--- src/hdl/pwc_defs.svh ---
// register offsets, field positions, reset values and timing counts of the power-off wake-up control
`ifndef PWC_DEFS_SVH
`define PWC_DEFS_SVH

// ----------------------------------------------------------------
// register offsets
// ----------------------------------------------------------------
`define PWC_ADDR_W 8
`define PWC_OFF_CLKGATE 8'h00
`define PWC_OFF_MISC 8'h04
`define PWC_OFF_GSTAT 8'h08
`define PWC_OFF_GSTAT2 8'h0c
`define PWC_OFF_EXTCFG_LO 8'h10
`define PWC_OFF_EXTCFG_HI 8'h14
`define PWC_OFF_PINFUNC 8'h18
`define PWC_OFF_EXTMASK 8'h1c
`define PWC_OFF_STATUS 8'h20

// ----------------------------------------------------------------
// field positions
// ----------------------------------------------------------------
`define PWC_CLKGATE_IDLE_BIT 2
`define PWC_CLKGATE_OFF_BIT 3
`define PWC_MISC_PULLUP_LSB 0
`define PWC_MISC_USB_LSB 12
`define PWC_MISC_PROT_LSB 17
`define PWC_GSTAT_KEEP_LSB 3
`define PWC_GSTAT2_WAKE_BIT 2
`define PWC_EXTMASK_RTC_BIT 16
`define PWC_STATUS_CAUSE_LSB 8

// ----------------------------------------------------------------
// reset values
// ----------------------------------------------------------------
`define PWC_CLKGATE_RST 32'h0007fff0
`define PWC_MISC_RST 32'h00000000
`define PWC_EXTMASK_RST 17'h1ffff
`define PWC_EXTCFG_RST 32'h00000000
`define PWC_PINFUNC_RST 16'h0000

// ----------------------------------------------------------------
// timing
// ----------------------------------------------------------------
`define PWC_CLK_NS 25
`define PWC_WAKE_RST_NS 1000
`define PWC_WAKE_RST_CYC ((`PWC_WAKE_RST_NS + `PWC_CLK_NS - 1) / `PWC_CLK_NS)

`endif

--- src/hdl/pwc_pkg.sv ---
// types shared by the power-off wake-up control
package pwc_pkg;

  // ----------------------------------------------------------------
  // sequencer states, gray along run -> off -> wake and run -> idle
  // ----------------------------------------------------------------
  typedef enum logic [2:0] {
    PWC_RUN = 3'h0,
    PWC_IDLE_REQ = 3'h1,
    PWC_IDLE = 3'h3,
    PWC_OFF = 3'h4,
    PWC_WAKE = 3'h6
  } pwc_state_t;

  // ----------------------------------------------------------------
  // trigger select of one external interrupt line
  // ----------------------------------------------------------------
  typedef enum logic [1:0] {
    PWC_TRIG_LEVEL = 2'h0,
    PWC_TRIG_FALL = 2'h1,
    PWC_TRIG_RISE = 2'h2,
    PWC_TRIG_BOTH = 2'h3
  } pwc_trig_t;

endpackage

--- src/hdl/pwc_power_off_wakeup_control.sv ---
// power-off, wake-up and idle sequencer with its always-powered register set
//
// Design decisions made here: the placing of the registers and the strobed register port.
`timescale 1ns/1ps
`include "pwc_defs.svh"
module pwc_power_off_wakeup_control (
  // clock and reset
  input wire logic core_clk,
  input wire logic srst,
  // register port
  input wire logic [`PWC_ADDR_W-1:0] reg_addr,
  input wire logic [31:0] reg_wdata,
  input wire logic reg_wr,
  input wire logic reg_rd,
  output logic [31:0] reg_rdata,
  // asynchronous wake sources
  input wire logic [15:0] ext_irq_line,
  input wire logic rtc_alarm,
  input wire logic battery_fault_n,
  // cpu wrapper handshake
  input wire logic idle_ack,
  input wire logic other_irq,
  output logic idle_req,
  // power and reset
  output logic core_supply_enable,
  output logic internal_reset,
  // pin control
  output logic pin_hold,
  output logic [1:0] bus_pullup_ctl,
  output logic [1:0] usb_suspend,
  output logic [2:0] sdram_protect,
  // interrupt requests
  output logic [15:0] ext_irq_req,
  output logic battery_fault_irq
);

  // ----------------------------------------------------------------
  // declarations
  // ----------------------------------------------------------------
  pwc_pkg::pwc_state_t state;
  pwc_pkg::pwc_state_t next_state;
  logic [31:0] clock_gate_control;
  logic [1:0] gstat_keep;
  logic gstat2_wake;
  logic [31:0] cfg_lo;
  logic [31:0] cfg_hi;
  logic [15:0] pin_func;
  logic [16:0] ext_mask;
  logic [16:0] wake_cause;
  logic [7:0] wake_cnt;
  logic [15:0] line_s;
  logic rtc_s;
  logic bf_s;
  logic [15:0] hit;
  logic [15:0] wake_lines;
  logic rtc_wake;
  logic wake_any;
  logic any_irq;
  logic wr_ok;
  logic wr_clkgate;
  logic [63:0] cfg_all;

  // ----------------------------------------------------------------
  // synchronisers
  // ----------------------------------------------------------------
  // lines and battery fault idle high; starting there avoids a false edge or fault after reset
  pwc_sync #(.W(18), .INIT(18'h2ffff)) u_sync (
    .core_clk(core_clk),
    .srst(srst),
    .async_in({battery_fault_n, rtc_alarm, ext_irq_line}),
    .sync_out({bf_s, rtc_s, line_s})
  );

  // ----------------------------------------------------------------
  // trigger detection per line
  // ----------------------------------------------------------------
  assign cfg_all = {cfg_hi, cfg_lo};
  genvar gi;
  generate
    for (gi = 0; gi < 16; gi++) begin : g_line
      pwc_trig_detect u_det (
        .core_clk(core_clk),
        .srst(srst),
        .level_in(line_s[gi]),
        .mode(cfg_all[4*gi +: 3]),
        .hit(hit[gi])
      );
    end
  endgenerate

  // a line wakes only with pin function set and mask bit clear
  assign wake_lines = hit & pin_func & ~ext_mask[15:0];
  assign rtc_wake = rtc_s & ~ext_mask[`PWC_EXTMASK_RTC_BIT];
  // battery fault low masks every source
  assign wake_any = ((|wake_lines) | rtc_wake) & bf_s;
  assign any_irq = (|(hit & pin_func)) | rtc_s | other_irq | ~bf_s;
  // software is powered down in off and held in reset during wake
  assign wr_ok = reg_wr & (state != pwc_pkg::PWC_OFF) & (state != pwc_pkg::PWC_WAKE);
  assign wr_clkgate = wr_ok & (reg_addr == `PWC_OFF_CLKGATE);

  // ----------------------------------------------------------------
  // sequencer
  // ----------------------------------------------------------------
  always_comb begin
    next_state = state;
    case (state)
      pwc_pkg::PWC_RUN: begin
        if (wr_clkgate && reg_wdata[`PWC_CLKGATE_OFF_BIT]) begin
          next_state = pwc_pkg::PWC_OFF;
        end else if (wr_clkgate && reg_wdata[`PWC_CLKGATE_IDLE_BIT]) begin
          next_state = pwc_pkg::PWC_IDLE_REQ;
        end
      end
      pwc_pkg::PWC_IDLE_REQ: begin
        if (idle_ack) begin
          next_state = pwc_pkg::PWC_IDLE;
        end
      end
      pwc_pkg::PWC_IDLE: begin
        if (any_irq) begin
          next_state = pwc_pkg::PWC_RUN;
        end
      end
      pwc_pkg::PWC_OFF: begin
        if (wake_any) begin
          next_state = pwc_pkg::PWC_WAKE;
        end
      end
      pwc_pkg::PWC_WAKE: begin
        if (wake_cnt == 8'h00) begin
          next_state = pwc_pkg::PWC_RUN;
        end
      end
      default: next_state = pwc_pkg::PWC_RUN;
    endcase
  end
  always_ff @(posedge core_clk) begin
    if (srst) begin
      state <= pwc_pkg::PWC_RUN;
    end else begin
      state <= next_state;
    end
  end

  // length of the internal reset after a wake-up
  always_ff @(posedge core_clk) begin
    if (srst) begin
      wake_cnt <= 8'h00;
    end else if (state == pwc_pkg::PWC_OFF) begin
      wake_cnt <= 8'((`PWC_WAKE_RST_CYC) - 1);
    end else if (wake_cnt != 8'h00) begin
      wake_cnt <= wake_cnt - 8'h01;
    end
  end

  // ----------------------------------------------------------------
  // power, reset and pin outputs
  // ----------------------------------------------------------------
  always_ff @(posedge core_clk) begin
    if (srst) begin
      core_supply_enable <= 1'b1;
      internal_reset <= 1'b0;
      pin_hold <= 1'b0;
      idle_req <= 1'b0;
    end else begin
      core_supply_enable <= (next_state != pwc_pkg::PWC_OFF);
      internal_reset <= (next_state == pwc_pkg::PWC_WAKE);
      pin_hold <= (next_state == pwc_pkg::PWC_OFF);
      idle_req <= (next_state == pwc_pkg::PWC_IDLE_REQ) || (next_state == pwc_pkg::PWC_IDLE);
    end
  end

  // ----------------------------------------------------------------
  // interrupt requests
  // ----------------------------------------------------------------
  // lines serve as plain requests whenever the core is up
  always_ff @(posedge core_clk) begin
    if (srst) begin
      ext_irq_req <= 16'h0000;
      battery_fault_irq <= 1'b0;
    end else if (next_state == pwc_pkg::PWC_OFF || state == pwc_pkg::PWC_OFF) begin
      ext_irq_req <= 16'h0000;
      battery_fault_irq <= 1'b0;
    end else begin
      ext_irq_req <= hit & pin_func;
      battery_fault_irq <= ~bf_s;
    end
  end

  // ----------------------------------------------------------------
  // clock gate control
  // ----------------------------------------------------------------
  // the wake-up reset returns this core-side register to its reset value
  always_ff @(posedge core_clk) begin
    if (srst) begin
      clock_gate_control <= `PWC_CLKGATE_RST;
    end else if (state == pwc_pkg::PWC_WAKE) begin
      clock_gate_control <= `PWC_CLKGATE_RST;
    end else if (wr_clkgate) begin
      clock_gate_control <= reg_wdata;
    end else if (state == pwc_pkg::PWC_IDLE && any_irq) begin
      clock_gate_control[`PWC_CLKGATE_IDLE_BIT] <= 1'b0;
    end
  end

  // ----------------------------------------------------------------
  // misc control, kept across power-off for the sdram hold
  // ----------------------------------------------------------------
  always_ff @(posedge core_clk) begin
    if (srst) begin
      bus_pullup_ctl <= 2'(`PWC_MISC_RST >> `PWC_MISC_PULLUP_LSB);
      usb_suspend <= 2'(`PWC_MISC_RST >> `PWC_MISC_USB_LSB);
      sdram_protect <= 3'(`PWC_MISC_RST >> `PWC_MISC_PROT_LSB);
    end else if (wr_ok && reg_addr == `PWC_OFF_MISC) begin
      bus_pullup_ctl <= reg_wdata[`PWC_MISC_PULLUP_LSB +: 2];
      usb_suspend <= reg_wdata[`PWC_MISC_USB_LSB +: 2];
      sdram_protect <= reg_wdata[`PWC_MISC_PROT_LSB +: 3];
    end
  end

  // ----------------------------------------------------------------
  // general status registers
  // ----------------------------------------------------------------
  // only the power-on reset clears the saved bits
  always_ff @(posedge core_clk) begin
    if (srst) begin
      gstat_keep <= 2'h0;
    end else if (wr_ok && reg_addr == `PWC_OFF_GSTAT) begin
      gstat_keep <= reg_wdata[`PWC_GSTAT_KEEP_LSB +: 2];
    end
  end

  // write one clears; a wake-up in the same cycle wins
  always_ff @(posedge core_clk) begin
    if (srst) begin
      gstat2_wake <= 1'b0;
    end else if (state == pwc_pkg::PWC_OFF && wake_any) begin
      gstat2_wake <= 1'b1;
    end else if (wr_ok && reg_addr == `PWC_OFF_GSTAT2 && reg_wdata[`PWC_GSTAT2_WAKE_BIT]) begin
      gstat2_wake <= 1'b0;
    end
  end

  always_ff @(posedge core_clk) begin
    if (srst) begin
      wake_cause <= 17'h00000;
    end else if (state == pwc_pkg::PWC_OFF && wake_any) begin
      wake_cause <= {rtc_wake, wake_lines};
    end
  end

  // ----------------------------------------------------------------
  // wake source configuration
  // ----------------------------------------------------------------
  always_ff @(posedge core_clk) begin
    if (srst) begin
      cfg_lo <= `PWC_EXTCFG_RST;
      cfg_hi <= `PWC_EXTCFG_RST;
      pin_func <= `PWC_PINFUNC_RST;
      ext_mask <= `PWC_EXTMASK_RST;
    end else if (wr_ok) begin
      if (reg_addr == `PWC_OFF_EXTCFG_LO) begin
        cfg_lo <= reg_wdata;
      end else if (reg_addr == `PWC_OFF_EXTCFG_HI) begin
        cfg_hi <= reg_wdata;
      end else if (reg_addr == `PWC_OFF_PINFUNC) begin
        pin_func <= reg_wdata[15:0];
      end else if (reg_addr == `PWC_OFF_EXTMASK) begin
        ext_mask <= reg_wdata[16:0];
      end
    end
  end

  // ----------------------------------------------------------------
  // read port, data one cycle after the strobe
  // ----------------------------------------------------------------
  always_ff @(posedge core_clk) begin
    if (srst || !reg_rd) begin
      reg_rdata <= 32'h00000000;
    end else if (reg_addr == `PWC_OFF_CLKGATE) begin
      reg_rdata <= clock_gate_control;
    end else if (reg_addr == `PWC_OFF_MISC) begin
      reg_rdata <= {12'h000, sdram_protect, 3'h0, usb_suspend, 10'h000, bus_pullup_ctl};
    end else if (reg_addr == `PWC_OFF_GSTAT) begin
      reg_rdata <= {27'h0000000, gstat_keep, 3'h0};
    end else if (reg_addr == `PWC_OFF_GSTAT2) begin
      reg_rdata <= {29'h00000000, gstat2_wake, 2'h0};
    end else if (reg_addr == `PWC_OFF_EXTCFG_LO) begin
      reg_rdata <= cfg_lo;
    end else if (reg_addr == `PWC_OFF_EXTCFG_HI) begin
      reg_rdata <= cfg_hi;
    end else if (reg_addr == `PWC_OFF_PINFUNC) begin
      reg_rdata <= {16'h0000, pin_func};
    end else if (reg_addr == `PWC_OFF_EXTMASK) begin
      reg_rdata <= {15'h0000, ext_mask};
    end else if (reg_addr == `PWC_OFF_STATUS) begin
      reg_rdata <= {7'h00, wake_cause, 5'h00, state};
    end else begin
      reg_rdata <= 32'h00000000;
    end
  end
endmodule

--- src/hdl/pwc_sync.sv ---
// two-flop synchroniser for a group of asynchronous levels
`timescale 1ns/1ps
module pwc_sync #(
  parameter int W = 1,
  parameter logic [W-1:0] INIT = '0
) (
  // clock and reset
  input wire logic core_clk,
  input wire logic srst,
  // levels
  input wire logic [W-1:0] async_in,
  output logic [W-1:0] sync_out
);

  logic [W-1:0] meta;

  // first stage feeds only the second stage
  always_ff @(posedge core_clk) begin
    if (srst) begin
      meta <= INIT;
      sync_out <= INIT;
    end else begin
      meta <= async_in;
      sync_out <= meta;
    end
  end

endmodule

--- src/hdl/pwc_trig_detect.sv ---
// level or edge detector for one synchronised external interrupt line
`timescale 1ns/1ps
module pwc_trig_detect (
  // clock and reset
  input wire logic core_clk,
  input wire logic srst,
  // line and its trigger select
  input wire logic level_in,
  input wire logic [2:0] mode,
  output logic hit
);

  logic prev;
  logic prev_ok;

  // the first cycle after reset has no history, so no edge is seen there
  always_ff @(posedge core_clk) begin
    if (srst) begin
      prev <= 1'b0;
      prev_ok <= 1'b0;
    end else begin
      prev <= level_in;
      prev_ok <= 1'b1;
    end
  end

  always_comb begin
    case (pwc_pkg::pwc_trig_t'(mode[2:1]))
      pwc_pkg::PWC_TRIG_LEVEL: hit = (level_in == mode[0]);
      pwc_pkg::PWC_TRIG_FALL: hit = prev_ok & prev & ~level_in;
      pwc_pkg::PWC_TRIG_RISE: hit = prev_ok & ~prev & level_in;
      default: hit = prev_ok & (prev ^ level_in);
    endcase
  end

endmodule

--- config.mk ---
export PLATFORM = sky130hd
export DESIGN_NAME = pwc_power_off_wakeup_control
export DESIGN_NICKNAME = d
export VERILOG_FILES = /design/src/hdl/pwc_pkg.sv /design/src/hdl/pwc_power_off_wakeup_control.sv /design/src/hdl/pwc_sync.sv /design/src/hdl/pwc_trig_detect.sv
export VERILOG_INCLUDE_DIRS = /design/src /design/src/hdl
export SDC_FILE = /design/constraint.sdc
export NUM_CORES = 1
export LEC_CHECK = 0
export CAP_MARGIN = 20
export CORE_MARGIN = 2
export CORE_UTILIZATION = 25
export CTS_BUF_LIST = sky130_fd_sc_hd__clkbuf_4
export CTS_CLUSTER_SIZE = 30
export DETAILED_ROUTE_END_ITERATION = 7
export DONT_BUFFER_PORTS = 1
export SLEW_MARGIN = 20
export SYNTH_ARGS = -nofsm -noshare
export SYNTH_HDL_FRONTEND = slang
export SYNTH_SLANG_ARGS = --single-unit
--- constraint.sdc ---
create_clock -name core_clk -period 3.45 [get_ports core_clk]
set_input_delay 0.1725 -clock core_clk [delete_from_list [all_inputs] [get_ports core_clk]]
set_output_delay 0.1725 -clock core_clk [all_outputs]
set_load 0.01 [all_outputs]
# Yosys cells after proc, flatten, opt, wreduce, memory -nomap -nowiden

Cells that the tools add are included.
W data, S select, Z words.

Latch bits: 0
Input bits: 64
Memory bits (writable): 0
Register bits: 273
Word-level logic and storage cells: 337
Memory bits (read-only): 0
Memories kept: 0

Equal/unequal tests: 67
Muxes and demuxes: 39
Reduce and logical (&&, ||, !) cells: 44
Bitwise gates (word level): 145
Shifts and indexed selects: 0
Div/mod/pow operators: 0
Multipliers: 0
$add $sub $neg: 1
Magnitude comparators: 0

Operators by type and width:

| kind                 | number |
|---|---|
| $mux W32             | 6 |
| $and A1 B1 Y1        | 85 |
| $mux W25             | 3 |
| $pmux W1 S3          | 16 |
| $not A1 Y1           | 37 |
| $and A16 B16 Y16     | 2 |
| $eq A2 B1 Y1 const B | 16 |
| $eq A2 B2 Y1 const B | 16 |
| $eq A8 B5 Y1 const B | 4 |
| $logic_not A2 Y1     | 16 |
| $reduce_or A16 Y1    | 2 |
| $mux W3              | 6 |
| $eq A1 B1 Y1         | 16 |
| $eq A8 B4 Y1 const B | 2 |
| $logic_not A8 Y1     | 2 |
| $not A16 Y16         | 1 |
| $xor A1 B1 Y1        | 16 |
| $pmux W3 S5          | 1 |
| $eq A3 B3 Y1 const B | 4 |
| $mux W6              | 2 |
| $ne A3 B3 Y1 const B | 3 |
| $eq A8 B3 Y1 const B | 1 |
| $eq A8 B6 Y1 const B | 1 |
| $logic_and A1 B1 Y1  | 8 |
| other kinds (15)     | 30 |

# Longest topological paths before layout

Depth in word-level cells: 14
Depth in mapped cells: 10
Mapped depth without buffers: 6

# Modules after synthesis

From an unflattened synthesis, not the netlist that was laid out.

Cell total of the unflattened synthesis: 1,264
Area total of the unflattened synthesis: 11,319.6 sq um

By module, submodules not included:

| module                       | instances | sequential area each (sq um) | area each (sq um) | cells each |
|---|---|---|---|---|
| pwc_power_off_wakeup_control | 1         | 4,404.2                      | 8,853.5           | 1,061 |
| pwc_trig_detect              | 16        | 40.0                         | 92.6              | 8 |
| pwc_sync                     | 1         | 720.7                        | 984.7             | 75 |

# Worst setup path after synthesis

OpenSTA, ideal clock, no wires.

Kind: reg-to-reg
From: reg g_line[6].u_det.prev_ok
To: reg pin_hold
Cell stages (with the launch flop): 8
Arrival: 1,974 ps
Period minus slack after synthesis: 2,090 ps
Setup slack: 1,360 ps
Path buffers: 1
Library setup time: 116 ps
Required time: 3,334 ps
Path through: dfxtp_1 > buf_2 > nand4b_1 > o311ai_0 > a22oi_1 > nand4_1 > or4b_2 > and4_1

Word-level cells in the longest chain between the ends: 11
Elaborated cells on any way between the ends: 109

RTL lines:

| what                                                  | RTL line                                                                 | text |
|---|---|---|
| from (decl)                                           | pwc_trig_detect.sv:14                                                    | `logic prev_ok;` |
| from (signal assigned)                                | pwc_trig_detect.sv:20                                                    | `prev_ok <= 1'b0;` |
| from (signal assigned)                                | pwc_trig_detect.sv:23                                                    | `prev_ok <= 1'b1;` |
| $and A1 B1 Y1 (on tied branches) (2 in series)        | -                                                                        |  |
| $pmux W1 S3                                           | -                                                                        |  |
| $and A16 B16 Y16 (*)                                  | pwc_power_off_wakeup_control.sv:92, pwc_power_off_wakeup_control.sv:96   |  |
| $and A16 B16 Y16 or $reduce_or A16 Y1 (tied branches) | pwc_power_off_wakeup_control.sv:92, pwc_power_off_wakeup_control.sv:96   |  |
| $reduce_or A16 Y1 or $or A1 B1 Y1 (tied branches)     | pwc_power_off_wakeup_control.sv:95, pwc_power_off_wakeup_control.sv:96   |  |
| $or A1 B1 Y1 (on tied branches)                       | pwc_power_off_wakeup_control.sv:95, pwc_power_off_wakeup_control.sv:96   |  |
| $and A1 B1 Y1 or $or A1 B1 Y1 (tied branches)         | pwc_power_off_wakeup_control.sv:95, pwc_power_off_wakeup_control.sv:96   |  |
| $mux W3 (on tied branches)                            | pwc_power_off_wakeup_control.sv:125, pwc_power_off_wakeup_control.sv:120 |  |
| $pmux W3 S5 (*)                                       | pwc_power_off_wakeup_control.sv:106                                      | `case (state)` |
| $eq A3 B3 Y1 (*)                                      | pwc_power_off_wakeup_control.sv:168                                      | `pin_hold <= (next_state == pwc_pkg::PWC_OFF);` |
| to (signal assigned)                                  | pwc_power_off_wakeup_control.sv:168                                      |  |
| to (decl)                                             | pwc_power_off_wakeup_control.sv:28                                       | `output logic pin_hold,` |

Mark *: on every way between the ends. The rest lies on a longest branch, timed or not.
A chain may end at the register's enable or synchronous reset.

# Final worst setup path

Ends and elaborated chain as after synthesis.

==> results by group <==
Power
  – Psw: around 1.7 mW
  – Logic pwr share: 7.4%
  – Cell area power density: 523 nW/µm²
  – Clock network fraction of total power: 43.4%
  – Sequential share of power: 49.2%
  – Maximum VDD drop: about 0.27 mV
  – Switching Fraction: 25.3%
  – Leakage power: 4.56 nW
  – Internal power: between 5 and 6 mW

Global route
  – Global-route wire length before repair: 57000 µm
  – Vias in the first global route: slightly above 9000
  – Initial antenna violation count: 1
  – Largest net degree at the start of global routing: around 150
  – GRT Resource Usage Total: 16.9%
  – GRT met3 Usage: 4.51%
  – Global routing's busiest layer: met2
  – Total congestion overflow: 0
  – GR Util met1: 21.8%
  – Global routing usage on met2: 26.7%

Placed design
  – DP HPWL: 26000 µm
  – Routability cong.: 0.900
  – PortBufs: 0
  – Placed cells: approximately 1700

Clocking
  – CTS H-tree lvls: 3
  – CTS Hold Buffers Added: 65
  – Clock Tree Root: clkbuf_4
  – Total CTS buffers: 74
  – Worst-path clk slew: ~70 ps
  – Postcts setup bufs: 0
  – Clk_lat worst skew: 710 ps
  – Clk sink count: ~270
  – Clk buf depth: 3
  – CTS tree: done
  – CTS resizes: 0

Layout
  – Antenna cells: 0
  – Fillers: between 4000 and 5000
  – Area Overhead vs Synth: 20.6%
  – Post-route insts no fill: roughly 1900
  – Share of cells above drive strength 1: 14.0%
  – Nets: approximately 1400

Route
  – Via count: roughly 9400
  – Final ANT Viol Nets: 0
  – Wirelength per Cell: about 20 µm
  – Routed WL: approximately 37000 µm
  – DRT Pass-1 Iters: 6
  – DRT iter0 DRCs: 905
  – Vias/cell: roughly 5
  – DR DRC count: 0

Synthesis
  – Post-synthesis sequential area ratio: 51.4%
  – Synth top area share: 51.4%
  – Synth area leader: dfxtp_1
  – Syn_nets: between 1000 and 1500
  – Synth area leaders: dfxtp_1, nand2_1, a21oi_1
  – Mapped Area: 10600 µm²
  – Top cells by count, synth: nand2_1, dfxtp_1, a21oi_1, clkbuf_1, nor2_1
  – Syn_area_per_cell: 8.89 µm²
  – Primary FF master, synth: dfxtp_1
  – Synth Warn #: 0
  – Post-synth cell types: 58
  – Ys async rst share: 0%
  – Most common cell in the synthesized netlist: nand2_1
  – Post-synth EDFFs: 0
  – Post-synthesis register bit count: between 200 and 300
  – Mapped Cells: 1196

Min path
  – Hold depth: 6
  – Hold_sp: reg_addr[0]
  – Worst Hold Path EP: reg_rdata[28]
  – Worst hold path type: in -> reg

Worst setup path
  – Crit. End Element: flip-flop
  – R2R cell count: 7
  – RR Startpoint: g_line[6].u_det.prev_ok
  – Critical Path AT: 3500 ps
  – Reg-to-reg endpoint: pin_hold
  – CP required: 4080 ps
  – CP Launch Type: flip-flop
  – FF-to-FF setup slack: 580 ps
  – CP Max Fanout: 24
  – Kind of critical path: reg -> reg

Flow run
  – Max Cap Violations: 0

Floorplan
  – Die area: 44200 µm²
  – Core footprint: 41900 µm²
  – Top-level port count: between 100 and 150
  – DIE WIDTH: about 210 µm
  – Initial Util: 25.4%
  – Die H: 210 µm
  – Number of placement rows: 75

Timing
  – Worst slew pin tran: 1080 ps
  – Minimum clock period: 2870 ps
  – Slew Limit Fails: 0
  – RSZ-0062 raised after global routing: no
  – Final setup violation count: 0
  – Slew headroom: 26.8%
  – Total negative slack: 0 ps
  – Final hold vios: 0
  – Fmax: 349 MHz
  – Setup Skew: 49.8 ps
  – Tcrit/Tclk final: slightly above 80%

Outcome
  – Status: finished clean
==> cell usage in the layout, fill, tap and decap left out, types with 7 or more instances in the layout <==
cell type,count
clkinv_1,15
nor3_1,8
dfxtp_1,273
a21oi_1,120
nand4b_1,33
inv_1,10
o311ai_0,10
nand3_1,32
nor2_1,52
dlygate4sd3_1,64
nor2b_1,26
xor2_1,20
buf_4,27
o221ai_1,16
nand4_1,10
nand2_1,279
o311ai_1,7
o211ai_1,7
mux2i_1,46
a221o_1,10
a22oi_1,36
clkbuf_4,107
or2_2,35
==> metrics by stage <==
step                total power, mW  worst slack, ps  cell area, µm²  hold WS (ps)  utilization (%)
floorplan                      3.67             1360           10600           276                -
CTS                            6.80              672           12800         0.318             30.6
finish                         6.70              581           12800          77.2             30.6
detailed placement             3.74              687           11200           278             26.8
global route                   7.03              426           12800          8.49             30.6
global placement               3.73              527           11200           278             26.8
==> worst max-delay path by stage <==
stage / slack [ps] / cells after the start / startpoint / endpoint
2_1_floorplan: 1360 / 7 / g_line[6].u_det.prev_ok / pin_hold
3_3_place_gp: 530 / 7 / g_line[6].u_det.prev_ok / core_supply_enable
3_5_place_dp: 690 / 7 / g_line[6].u_det.prev_ok / core_supply_enable
4_1_cts: 670 / 7 / g_line[6].u_det.prev_ok / internal_reset
5_1_grt: 430 / 7 / g_line[6].u_det.prev_ok / internal_reset
6_report: 580 / 7 / g_line[6].u_det.prev_ok / pin_hold
==> sequential cells by signal (all words and copies together), names as in the netlist, 2 cells and up <==
name	flops
cfg_hi	32
cfg_lo	32
clock_gate_control	32
reg_rdata	32
u_sync.meta	18
u_sync.sync_out	18
ext_mask	17
wake_cause	17
ext_irq_req	16
g_line.u_det.prev	16
pin_func	16
wake_cnt	8
sdram_protect	3
state	3
bus_pullup_ctl	2
gstat_keep	2
usb_suspend	2
==> power by group through the flow <==
stage,Clock [mW],Combinational (mW),Sequential [mW]
3_3_place_gp,0,0.372,3.36
5_1_grt,3.17,0.555,3.30
6_report,2.91,0.497,3.29
2_1_floorplan,0,0.327,3.34
4_1_cts,3.01,0.499,3.29
3_5_place_dp,0,0.380,3.36
==> area by class of cell <==
| class | instances | area (µm²) | area share [%] |
|---|---|---|---|
| sequential | 273 | 5470 | 42.6 |
| multi-input combinational | 829 | 4800 | 37.4 |
| timing repair buffer | 95 | 916 | 7.14 |
| clock buffer | 107 | 803 | 6.26 |
| tap | 539 | 674 | 5.26 |
| clock inverter | 19 | 129 | 1.00 |
| inverter | 11 | 41.3 | 0.322 |
==> logic make-up after synthesis <==
logic type / Yosys count / share of synthesized area [%]
compound gates: 248 / 15.6
xor+xnor: 23 / 1.89
fa+ha+maj: 2 / 0.235
buf+inv: 94 / 3.60
flops: 273 / 51.4
mux: 46 / 4.33
simple gates: 510 / 22.9
==> critical path, cell delays in order (launching register included) <==
cell       delay [ps]
dfxtp_1           400
buf_4             280
nand4b_1          150
o311ai_1          300
a32oi_1           450
o2111ai_1         210
o311ai_1          740
and4_1            280
==> metal layers <==
metal | vias to the layer above | wire [µm]
li1 | 4425 | -
met3 | 79 | 2850
met1 | 4476 | 16100
met5 | - | 17
met2 | 385 | 17200
met4 | 2 | 1190
Note: power is estimated with default switching activity, not from simulation.
